[config.mk]
export PLATFORM = sky130hd
export DESIGN_NAME = sip_top
export DESIGN_NICKNAME = d
export VERILOG_FILES = /design/src/rtl/sip_pkg.sv /design/src/rtl/sip_top.sv /design/src/rtl/sip_fifo.sv
export SDC_FILE = /design/constraint.sdc
export NUM_CORES = 1
export LEC_CHECK = 0
export ABC_AREA = 1
export BUFFER_PORTS_ARGS = -buffer_cell sky130_fd_sc_hd__buf_4
export CAP_MARGIN = 10
export CORE_MARGIN = 3
export CORE_UTILIZATION = 60
export DETAILED_ROUTE_END_ITERATION = 8
export MAX_ROUTING_LAYER = met4
export PLACE_DENSITY = 0.89
export SLEW_MARGIN = 10
export SYNTH_ARGS = -nofsm -noshare
export SYNTH_HDL_FRONTEND = slang
export SYNTH_SLANG_ARGS = --single-unit
[constraint.sdc]
create_clock -name clk_i -period 4.15 [get_ports clk_i]
set_input_delay 1.245 -clock clk_i [delete_from_list [all_inputs] [get_ports clk_i]]
set_output_delay 1.245 -clock clk_i [all_outputs]
set_load 0.01 [all_outputs]
[src/rtl/sip_pkg.sv]
// Purpose: Shared types and constants of the serial input parser.
// Assumes: Bytes arrive from a receiver on the same clock as the parser.
// Notes:   Item and result records travel as packed structs.
package sip_pkg;

   localparam int unsigned BYTE_W      = 8;
   localparam int unsigned VAR_W       = 16;
   localparam int unsigned PAT_MAX     = 6;
   localparam int unsigned FIFO_DEPTH  = 4;

   localparam logic [7:0]  SCRATCH_MAX = 8'h7E;
   localparam logic [2:0]  LIT_MAX     = 3'h6;
   localparam logic [15:0] DIGIT_BASE  = 16'h000A;
   localparam logic [7:0]  CHAR_ZERO   = 8'h30;
   localparam logic [7:0]  CHAR_NINE   = 8'h39;
   localparam logic [7:0]  BYTE_ZERO   = 8'h00;

   typedef enum logic [2:0] {
      OP_CONV      = 3'h0,
      OP_TEXT      = 3'h1,
      OP_MATCH_LIT = 3'h2,
      OP_MATCH_ARR = 3'h3,
      OP_SKIP      = 3'h4,
      OP_SCRATCH   = 3'h5
   } sip_op_e;

   typedef enum logic [1:0] {
      TGT_VAR     = 2'h0,
      TGT_ARRAY   = 2'h1,
      TGT_SCRATCH = 2'h2
   } sip_tgt_e;

   // Gray codes along idle, prep, work, fill, done
   typedef enum logic [2:0] {
      ST_IDLE = 3'h0,
      ST_PREP = 3'h1,
      ST_WORK = 3'h3,
      ST_FILL = 3'h2,
      ST_DONE = 3'h6
   } sip_state_e;

   typedef struct packed {
      sip_op_e                 op;
      logic                    wide;
      logic [7:0]              target;
      logic [7:0]              count;
      logic                    term_en;
      logic [7:0]              term;
      logic [PAT_MAX*8-1:0]    lit;
      logic [2:0]              lit_len;
   } sip_item_s;

   typedef struct packed {
      sip_tgt_e                tgt;
      logic                    wide;
      logic [7:0]              addr;
      logic [VAR_W-1:0]        data;
   } sip_result_s;

   localparam sip_result_s RESULT_RST = '0;
   localparam sip_item_s   ITEM_RST   = '0;

endpackage : sip_pkg

[src/rtl/sip_top.sv]
// Purpose: Serial input parser working one input item at a time.
// Assumes: Receiver, program and result sink share clk_i.
// Notes:   Pattern array reads are combinational on pat_idx_o.
module sip_top
   import sip_pkg::*;
(
   // Clock and reset
   input  wire logic        clk_i,
   input  wire logic        rst_n_i,
   // Item list from the program
   input  wire logic        item_valid_i,
   input  wire sip_item_s   item_i,
   output      logic        item_ready_o,
   output      logic        item_done_o,
   // Byte receiver
   input  wire logic        rx_valid_i,
   input  wire logic [7:0]  rx_data_i,
   output      logic        rx_ready_o,
   // Pattern array read
   output      logic [7:0]  pat_idx_o,
   input  wire logic [7:0]  pat_byte_i,
   // Result writes
   output      logic        wr_valid_o,
   output      sip_result_s wr_o,
   input  wire logic        wr_ready_i
);

   function automatic logic is_digit(input logic [7:0] b);
      return (b >= CHAR_ZERO) && (b <= CHAR_NINE);
   endfunction : is_digit

   function automatic logic [15:0] store_val(input logic [15:0] v, input logic wide);
      return wide ? v : {8'h00, v[7:0]};
   endfunction : store_val

   function automatic logic [7:0] lit_byte(input logic [PAT_MAX*8-1:0] lit,
                                           input logic [7:0] pos);
      logic [7:0] b;
      b = BYTE_ZERO;
      for (int i = 0; i < PAT_MAX; i++) begin
         if (pos == 8'(i)) begin
            b = lit[i*8 +: 8];
         end
      end
      return b;
   endfunction : lit_byte

   sip_state_e  state_q, state_d;
   sip_item_s   item_q;
   logic [7:0]  pos_q, pos_d;
   logic [15:0] acc_q, acc_d;
   logic        seen_q, seen_d;
   logic [7:0]  first_q, first_d;
   logic [7:0]  hold_q;
   logic        hold_valid_q, hold_valid_d;
   logic        rx_ready_q;
   logic        item_ready_q;
   logic        item_done_q;
   logic        consume;
   logic        take;
   logic        push;
   sip_result_s res;
   logic        fifo_ready;
   logic [15:0] acc_next;
   logic [7:0]  cur_pat;
   logic [7:0]  lit_len;
   logic [7:0]  scr_len;
   logic        match_end;
   logic        is_match;

   assign item_ready_o = item_ready_q;
   assign item_done_o  = item_done_q;
   assign rx_ready_o   = rx_ready_q;
   assign pat_idx_o    = pos_q;

   assign take     = rx_valid_i & rx_ready_q;
   // Wrap-around accumulation keeps only the low 16 bits
   assign acc_next = acc_q * DIGIT_BASE + {8'h00, hold_q - CHAR_ZERO};
   assign lit_len  = {5'h00, (item_q.lit_len > LIT_MAX) ? LIT_MAX : item_q.lit_len};
   assign scr_len  = (item_q.count > SCRATCH_MAX) ? SCRATCH_MAX : item_q.count;
   assign is_match = (item_q.op == OP_MATCH_LIT) || (item_q.op == OP_MATCH_ARR);
   assign cur_pat  = (item_q.op == OP_MATCH_ARR) ? pat_byte_i : lit_byte(item_q.lit, pos_q);
   always_comb begin
      match_end = (pos_q == lit_len);
      if (item_q.op == OP_MATCH_ARR) begin
         match_end = (item_q.count != 8'h00) ? (pos_q == item_q.count)
                                             : (pat_byte_i == BYTE_ZERO);
      end
   end

   always_comb begin
      state_d = state_q;
      pos_d   = pos_q;
      acc_d   = acc_q;
      seen_d  = seen_q;
      first_d = first_q;
      consume = 1'b0;
      push    = 1'b0;
      res     = RESULT_RST;
      case (state_q)
         ST_IDLE: begin
            if (item_valid_i && item_ready_q) begin
               state_d = (item_i.op == OP_MATCH_ARR) ? ST_PREP : ST_WORK;
               pos_d   = 8'h00;
               acc_d   = 16'h0000;
               seen_d  = 1'b0;
               first_d = lit_byte(item_i.lit, 8'h00);
            end
         end
         ST_PREP: begin
            // Array head is fetched once so a restart needs no second read
            first_d = pat_byte_i;
            state_d = ST_WORK;
         end
         ST_WORK: begin
            case (item_q.op)
               OP_CONV: begin
                  if (hold_valid_q && fifo_ready) begin
                     consume = 1'b1;
                     if (is_digit(hold_q)) begin
                        seen_d = 1'b1;
                        acc_d  = acc_next;
                        pos_d  = pos_q + 8'h01;
                        if (item_q.count != 8'h00 && pos_q + 8'h01 == item_q.count) begin
                           push     = 1'b1;
                           res.tgt  = TGT_VAR;
                           res.wide = item_q.wide;
                           res.addr = item_q.target;
                           res.data = store_val(acc_next, item_q.wide);
                           state_d  = ST_DONE;
                        end
                     end else if (seen_q) begin
                        push     = 1'b1;
                        res.tgt  = TGT_VAR;
                        res.wide = item_q.wide;
                        res.addr = item_q.target;
                        res.data = store_val(acc_q, item_q.wide);
                        state_d  = ST_DONE;
                     end
                  end
               end
               OP_TEXT: begin
                  if (pos_q == item_q.count) begin
                     state_d = ST_DONE;
                  end else if (hold_valid_q && fifo_ready) begin
                     consume = 1'b1;
                     if (item_q.term_en && hold_q == item_q.term) begin
                        state_d = ST_FILL;
                     end else begin
                        push     = 1'b1;
                        res.tgt  = TGT_ARRAY;
                        res.addr = pos_q;
                        res.data = {8'h00, hold_q};
                        pos_d    = pos_q + 8'h01;
                     end
                  end
               end
               OP_MATCH_LIT, OP_MATCH_ARR: begin
                  if (match_end) begin
                     state_d = ST_DONE;
                  end else if (hold_valid_q) begin
                     consume = 1'b1;
                     if (hold_q == cur_pat) begin
                        pos_d = pos_q + 8'h01;
                     end else begin
                        pos_d = (hold_q == first_q) ? 8'h01 : 8'h00;
                     end
                  end
               end
               OP_SKIP: begin
                  if (pos_q == item_q.count) begin
                     state_d = ST_DONE;
                  end else if (hold_valid_q) begin
                     consume = 1'b1;
                     pos_d   = pos_q + 8'h01;
                  end
               end
               OP_SCRATCH: begin
                  if (pos_q == scr_len) begin
                     state_d = ST_DONE;
                  end else if (hold_valid_q && fifo_ready) begin
                     consume  = 1'b1;
                     push     = 1'b1;
                     res.tgt  = TGT_SCRATCH;
                     res.addr = pos_q;
                     res.data = {8'h00, hold_q};
                     pos_d    = pos_q + 8'h01;
                  end
               end
               default: begin
                  state_d = ST_DONE;
               end
            endcase
         end
         ST_FILL: begin
            if (pos_q == item_q.count) begin
               state_d = ST_DONE;
            end else if (fifo_ready) begin
               push     = 1'b1;
               res.tgt  = TGT_ARRAY;
               res.addr = pos_q;
               pos_d    = pos_q + 8'h01;
            end
         end
         ST_DONE: begin
            state_d = ST_IDLE;
         end
         default: begin
            state_d = ST_IDLE;
         end
      endcase
   end

   always_ff @(posedge clk_i or negedge rst_n_i) begin
      if (!rst_n_i) begin
         state_q      <= ST_IDLE;
         item_ready_q <= 1'b1;
         item_done_q  <= 1'b0;
      end else begin
         state_q      <= state_d;
         item_ready_q <= (state_d == ST_IDLE);
         item_done_q  <= (state_d == ST_DONE);
      end
   end

   always_ff @(posedge clk_i or negedge rst_n_i) begin
      if (!rst_n_i) begin
         item_q <= ITEM_RST;
      end else if (item_valid_i && item_ready_q) begin
         item_q <= item_i;
      end
   end

   always_ff @(posedge clk_i or negedge rst_n_i) begin
      if (!rst_n_i) begin
         pos_q   <= 8'h00;
         acc_q   <= 16'h0000;
         seen_q  <= 1'b0;
         first_q <= 8'h00;
      end else begin
         pos_q   <= pos_d;
         acc_q   <= acc_d;
         seen_q  <= seen_d;
         first_q <= first_d;
      end
   end

   // One-byte hold: the receiver stalls until the current byte is used
   assign hold_valid_d = take | (hold_valid_q & ~consume);
   always_ff @(posedge clk_i or negedge rst_n_i) begin
      if (!rst_n_i) begin
         hold_q       <= 8'h00;
         hold_valid_q <= 1'b0;
         rx_ready_q   <= 1'b1;
      end else begin
         if (take) begin
            hold_q <= rx_data_i;
         end
         hold_valid_q <= hold_valid_d;
         rx_ready_q   <= ~hold_valid_d;
      end
   end

   sip_fifo #(
      .WIDTH ($bits(sip_result_s)),
      .DEPTH (FIFO_DEPTH)
   ) u_fifo (
      .clk_i       (clk_i),
      .rst_n_i     (rst_n_i),
      .in_valid_i  (push),
      .in_data_i   (res),
      .in_ready_o  (fifo_ready),
      .out_valid_o (wr_valid_o),
      .out_data_o  (wr_o),
      .out_ready_i (wr_ready_i)
   );
endmodule : sip_top

[src/rtl/sip_fifo.sv]
// Purpose: Small shifting FIFO for parser results.
// Assumes: Single clock; head entry is always slot 0.
// Notes:   Head data and valid come straight from flops.
module sip_fifo #(
   parameter int unsigned WIDTH = 27,
   parameter int unsigned DEPTH = 4
) (
   // Clock and reset
   input  wire logic             clk_i,
   input  wire logic             rst_n_i,
   // Filling side
   input  wire logic             in_valid_i,
   input  wire logic [WIDTH-1:0] in_data_i,
   output      logic             in_ready_o,
   // Draining side
   output      logic             out_valid_o,
   output      logic [WIDTH-1:0] out_data_o,
   input  wire logic             out_ready_i
);

   logic [WIDTH-1:0] mem_q [DEPTH];
   logic [DEPTH-1:0] vld_q;
   logic             pop;
   logic             push;

   assign pop         = vld_q[0] & out_ready_i;
   // Full may still accept when the head leaves in the same cycle
   assign in_ready_o  = ~vld_q[DEPTH-1] | out_ready_i;
   assign push        = in_valid_i & in_ready_o;
   assign out_valid_o = vld_q[0];
   assign out_data_o  = mem_q[0];

   always_ff @(posedge clk_i or negedge rst_n_i) begin
      if (!rst_n_i) begin
         vld_q <= '0;
         for (int i = 0; i < DEPTH; i++) begin
            mem_q[i] <= '0;
         end
      end else begin
         for (int i = 0; i < DEPTH; i++) begin
            logic             sv;
            logic             sp;
            logic [WIDTH-1:0] sd;
            int               nx;
            int               pv;
            // Clamped neighbour indices keep every select inside the array
            nx = (i < DEPTH-1) ? i+1 : i;
            pv = (i == 0) ? 0 : i-1;
            sv = vld_q[i];
            sd = mem_q[i];
            sp = (i == 0) ? 1'b1 : vld_q[pv];
            if (pop) begin
               sv = (i < DEPTH-1) ? vld_q[nx] : 1'b0;
               sd = mem_q[nx];
               sp = vld_q[i];
            end
            if (push && !sv && sp) begin
               sv = 1'b1;
               sd = in_data_i;
            end
            vld_q[i] <= sv;
            mem_q[i] <= sd;
         end
      end
   end

endmodule : sip_fifo

After elaboration in Yosys (flattened, before gate mapping)
Index checks and enable logic that the tools add are counted.
Storage, ports and cells
  output and inout bits: 39
  register bits after elaboration: 240
  logic and storage cells: 229
  input port bits: 101
Cells by class
  magnitude comparators: 4
  equality and inequality tests: 40
  $add $sub $neg: 3
  bitwise gates (word level): 9
  reduce and logical (&&, ||, !) cells: 33
  multipliers: 1
  mux-type cells: 116
Operators with widths (count)
  2-to-1 mux 27 bit: 8
  2-to-1 mux 8 bit: 26
  2-to-1 mux 24 bit: 5
  2-to-1 mux 16 bit: 7
  one-hot mux 24 bit (3 select lines): 1
  2-to-1 mux 25 bit: 2
  equality test 8 bit: 6
  one-hot mux 8 bit (5 select lines): 1
  2-to-1 mux 1 bit: 36
  2-to-1 mux 3 bit: 12
  inequality test 3 bit, second input constant: 11
  one-hot mux 16 bit (2 select lines): 1
  one-hot mux 8 bit (2 select lines): 2
  one-hot mux 8 bit (3 select lines): 1
  adder 16 x 8 -> 16 bit: 1
  equality test 8 x 2 -> 1 bit, second input constant: 2
  equality test 8 x 3 -> 1 bit, second input constant: 2
  logical NOT 8 bit: 2
  multiplier 16 x 3 -> 15 bit, second input constant: 1
  AND reduction 16 bit: 1
  equality test 3 x 2 -> 1 bit, second input constant: 5
  one-hot mux 3 bit (5 select lines): 1
  logical AND 1 bit: 13
  2-to-1 mux 2 bit: 6
  30 further kinds: 53

Longest topological paths before layout
  depth after elaboration: 14
  gate-level depth with buffers: 24
  depth with buffers taken out: 23

Hierarchy
From an unflattened synthesis, not the netlist that was laid out.
Unflattened totals
  cells, all modules: 1935
  area, all modules: 14121.0 um2
Modules (own cells, without submodules)
  sip_top: seq. area each 3205.6 um2, area an instance 8443.1 um2, cells each 1196, instances 1
  sip_fifo: seq. area each 2802.7 um2, area an instance 5677.9 um2, cells each 739, instances 1

Least setup slack after synthesis
Ideal clock, no wire load.
  path type: register to register
  from: reg acc_q[1]
  to: reg u_fifo.mem_q[40] (netlist name)
  data arrival time: 3.303 ns
  cell stages (with the launch flop): 23
  data required time: 4.024 ns
  setup time: 0.126 ns
  path buffers: 0
  period minus slack after synthesis: 3.429 ns
  slack: 0.721 ns
  cells stage by stage: dfrtp_1 -> ha_1 -> ha_1 -> inv_1 -> fa_1 -> xnor2_1 -> ha_1 -> nand4_1 -> o211ai_1 -> nand2_1 -> nand2_1 -> nand2_1 -> nor2_1 -> nand2_1 -> nor2_1 -> nand2_1 -> or2_2 -> nand3_1 -> nand2_1 -> nand2_1 -> nand2_1 -> nand2_1 -> o21ai_0
On the way
  cells in the longest elaborated chain, start to end: 9
Ends and longest elaborated chain
  from (decl): RTL line sip_top.sv:51  | logic [15:0] acc_q, acc_d;
  from (signal assigned): RTL line sip_top.sv:237  | acc_q <= 16'h0000;
  from (signal assigned): RTL line sip_top.sv:242  | acc_q <= acc_d;
  multiplier 16 x 3 -> 15 bit: RTL line sip_top.sv:78  | assign acc_next = acc_q * DIGIT_BASE + {8'h00, hold_q - CHAR_ZERO};
  adder 16 x 8 -> 16 bit: RTL line sip_top.sv:78
  2-to-1 mux 16 bit: RTL line sip_top.sv:33  | return wide ? v : {8'h00, v[7:0]};
  2-to-1 mux 25 bit: RTL line sip_top.sv:124  | if (item_q.count != 8'h00 && pos_q + 8'h01 == item_q.count) begin
  2-to-1 mux 27 bit: RTL line sip_top.sv:120  | if (is_digit(hold_q)) begin
  2-to-1 mux 27 bit: RTL line sip_top.sv:118  | if (hold_valid_q && fifo_ready) begin
  one-hot mux 24 bit (3 select lines): RTL line sip_top.sv:116  | case (item_q.op)
  2-to-1 mux 16 bit: RTL line sip_top.sv:100  | case (state_q)
  2-to-1 mux 27 bit: RTL line sip_fifo.sv:57  | if (push && !sv && sp) begin
  to (signal, indexed assignment): RTL line sip_fifo.sv:37  | mem_q[i] <= '0;
  to (signal, indexed assignment): RTL line sip_fifo.sv:62  | mem_q[i] <= sd;
  to (decl): RTL line sip_fifo.sv:21  | logic [WIDTH-1:0] mem_q [DEPTH];
Every way passes these cells.
A chain may end at the register's enable or synchronous reset.

Worst setup path after layout
  from: reg acc_q[1]
  to: reg u_fifo.mem_q[41] (netlist name)
The elaborated chain is that of the path after synthesis.

==> results by group <==
Status
  • Run status: finished clean

Floorplan
  • Initial Util: 0.621
  • Die Span Y: 158 um
  • Area of the core: 22200 um^2
  • Die footprint: 24900 um^2
  • Cell Rows: 54
  • Die W: 158 um
  • Ports: 140

Synthesis
  • Yosys Warn Count: 0
  • Yosys cell types: 51
  • Mean Syn Cell Area: 7.39 um^2
  • Mapped Area: 13800 um^2
  • Number of synthesized flops with an enable pin: 0
  • Top area cells in the synthesized netlist: dfrtp_1 (43%), nand2_1 (16%), nand3_1 (9.0%)
  • FF+latch count, synth: 240
  • Most common flop cell mapped by yosys: dfrtp_1
  • Register area share after synthesis: 0.435
  • Synth Instances: 1868
  • Asr flop ratio synth: 1.00
  • Post-synth top area cell: dfrtp_1
  • Synthesized Nets: 2006
  • Post-synth top area share: 0.432

Clock tree
  • Clk buf depth: 3
  • Cts hold-fix bufs: 0
  • Clock Sinks: 240
  • CTS Root Cell: clkbuf_16
  • CTS tree: yes
  • Clock Latency Late Sink: 0.54 ns
  • H-tree depth: 1
  • Worst-path clk slew: 0.06 ns
  • Inserted Clock Buffers: 26

Route
  • Routed WL: 35800 um
  • Antenna Nets Post-Route: 0
  • # DRC: 0
  • Initial DRT Pass Iterations: 8
  • Vias/cell: 5.77
  • Drt wl/cell: 16.0 um
  • Iteration-0 DRC Markers: 1142
  • Routed vias: 13000

GRT
  • Pin count of the biggest net entering global routing: 115
  • GRT Total Usage: 0.295
  • First-pass GRT wire length: 58900 um
  • Total global routing overflow: 0
  • Vias in the first global route: 12200
  • Antenna violations before repair: 0

Worst setup path
  • Critical path type: reg -> reg
  • Most common cell on crit path: nand2_1
  • R2r startpoint: acc_q[1]
  • Delay of the slowest critical-path stage: 0.43 ns
  • Worst Reg-to-Reg Cells: 19
  • CP endpoint kind: register
  • R2r endpoint: u_fifo.mem_q[41]
  • CP max FO: 5
  • Worst Setup EP: u_fifo.mem_q[41]
  • Slowest CP cell: dfrtp_1
  • CP delay by family, top: adder cells
  • CP required: 4.61 ns
  • Worst setup path startpoint: acc_q[1]
  • Buf/Inv on CP: 1
  • Worst-path cell chain: ha_1 -> ha_2 -> inv_1 -> fa_1 -> xnor2_1 -> ha_1 -> nand2_1 -> nor3_1 -> a21oi_1 -> or2_2 -> nor2_1 -> nand4_1 -> o21ai_0 -> nand2_1 -> o21ai_0 -> nand2_1 -> nand2_1 -> nand2_1 -> o21ai_0
  • Cell count along the critical path: 19
  • Flop-to-flop setup slack: 0.32 ns
  • Worst Path Arrival: 4.29 ns
  • Worst Setup Start Kind: register

STA
  • Min cycle time layout: 3.83 ns
  • FMAX: 261 MHz
  • Fin Hold WS: 0.481 ns
  • Final Cycle Share: 0.924
  • Hold Violations, Final: 0
  • Slew at the pin closest to its max-slew limit: 0.978 ns
  • Clock Skews: 0.0194 ns
  • Unrepaired setup endpoints after global routing: no
  • Max transition margin: 0.348
  • Endpoints failing setup: 0
  • Post-Route Setup TNS: 0 ns
  • Fin. max-slew vios: 0

Cells and area
  • # diodes: 0
  • Final net count: 2084
  • Commonest non-fill, non-tap cells in the layout: nand2_1 (591), nand3_1 (249), dfrtp_1 (238), buf_4 (162), inv_1 (159)
  • Most common cell after layout, fill and taps aside: nand2_1
  • Area of the multi-input gates: 6530 um^2
  • Filler instances: 1701
  • Area Overhead vs Synth: 13.7%
  • Register Area: 6010 um^2
  • Fin util: 0.706
  • Share of cells above drive strength 1: 0.131

Place
  • IO buf count: 139
  • GPL Wtd Cong: 0.930
  • HPWL after DPL: 25300 um

Power and ir drop
  • Pleak: 7.88 nW
  • Max rail drop VDD: 0.403 mV
  • PD cells: 693 nW/um^2

Worst hold path
  • Hold Crit Class: reg -> reg

Flow run
  • Max cap viols: 0
final cells by class:
type | count | area share
flip-flops and latches | 240 | 0.383
inverters | 174 | 0.0416
clock buffers | 36 | 0.0490
clock inverters | 12 | 0.00654
multi-input cells | 1339 | 0.416
well taps | 280 | 0.0223
repair buffers | 165 | 0.0811
stage by stage:
step	power (W)	area, um^2	std cells	setup slack (ns)
finish	0.0109	15700	2246	0.316
CTS	0.0108	15700	2243	0.277
floorplan	0.00716	13800	1868	0.721
global route	0.0117	15700	2246	0.0284
detailed placement	0.00843	14800	2195	0.300
global placement	0.00823	14800	2195	0.437
power by group:
part	total (W)	internal, W	switching (W)	leakage [nW]
Combinational	0.00490	0.00166	0.00324	4.33
Sequential	0.00366	0.00310	0.000561	3.11
Clock	0.00231	0.00136	0.000956	0.437
worst register-to-register path: stages (launching register included):
cell and delay, ns:
dfrtp_1 0.43, ha_1 0.31, ha_2 0.21, inv_1 0.06
fa_1 0.40, xnor2_1 0.14, ha_1 0.37, nand2_1 0.09
nor3_1 0.15, a21oi_1 0.11, or2_2 0.30, nor2_1 0.17
nand4_1 0.16, o21ai_0 0.18, nand2_1 0.09, o21ai_0 0.27
nand2_1 0.14, nand2_1 0.08, nand2_1 0.06, o21ai_0 0.07
cell families after synthesis:
group / synth area share
AOI/OAI and AO/OA: 0.107
xor gates and xnor gates: 0.0248
adders and majority gates: 0.0346
buffers and inverters: 0.0918
DFF: 0.435
muxes: 0.000725
and+or+nand+nor: 0.306
Yosys cell counts, drive strengths merged (4+ instances only):
library cell	count
nor2	89
a21oi	92
o2111ai	4
inv	172
nand4	16
dfrtp	238
buf	64
xnor2	12
nand3	252
o211ai	8
nor4	4
ha	35
a31oi	11
o21ai	130
xor2	27
or2	12
nand2	597
o22ai	16
clkbuf	51
nor3	17
registers in the layout (all words and copies together), names as in the netlist:
signal,flops
acc_q,16
first_q,8
hold_q,8
hold_valid_q,1
item_done_o,1
item_q,80
item_ready_o,1
pat_idx_o,8
rx_ready_o,1
seen_q,1
state_q,3
u_fifo.mem_q,81
u_fifo.out_data_o,27
u_fifo.vld_q,4
repair_timing:
action,in CTS,in global routing
buffers inserted,0,3
resized for setup,0,2
endpoints found under the setup margin,0,5
worst min-delay path by stage:
stage | start | end | slack (ns) | depth (start not counted)
after global placement | u_fifo.mem_q[66] | u_fifo.mem_q[66] | 0.46 | 2
after detailed placement | item_q[27] | item_q[27] | 0.47 | 2
final | item_q[12] | item_q[12] | 0.48 | 2
after global routing | item_q[45] | item_q[45] | 0.50 | 2
after CTS | u_fifo.mem_q[67] | u_fifo.mem_q[67] | 0.48 | 2
after floorplan | u_fifo.mem_q[69] | u_fifo.mem_q[69] | 0.44 | 2
routing by layer:
metal	up-vias	wire length [um]	global-route usage	share of wire
li1	6196	-	-	-
met1	6072	14900	0.400	0.42
met2	623	17100	0.472	0.48
met3	75	2870	0.0366	0.080
met4	0	937	0.0884	0.026
met5	-	0	-	0
Note: power is estimated with default switching activity, not from simulation.
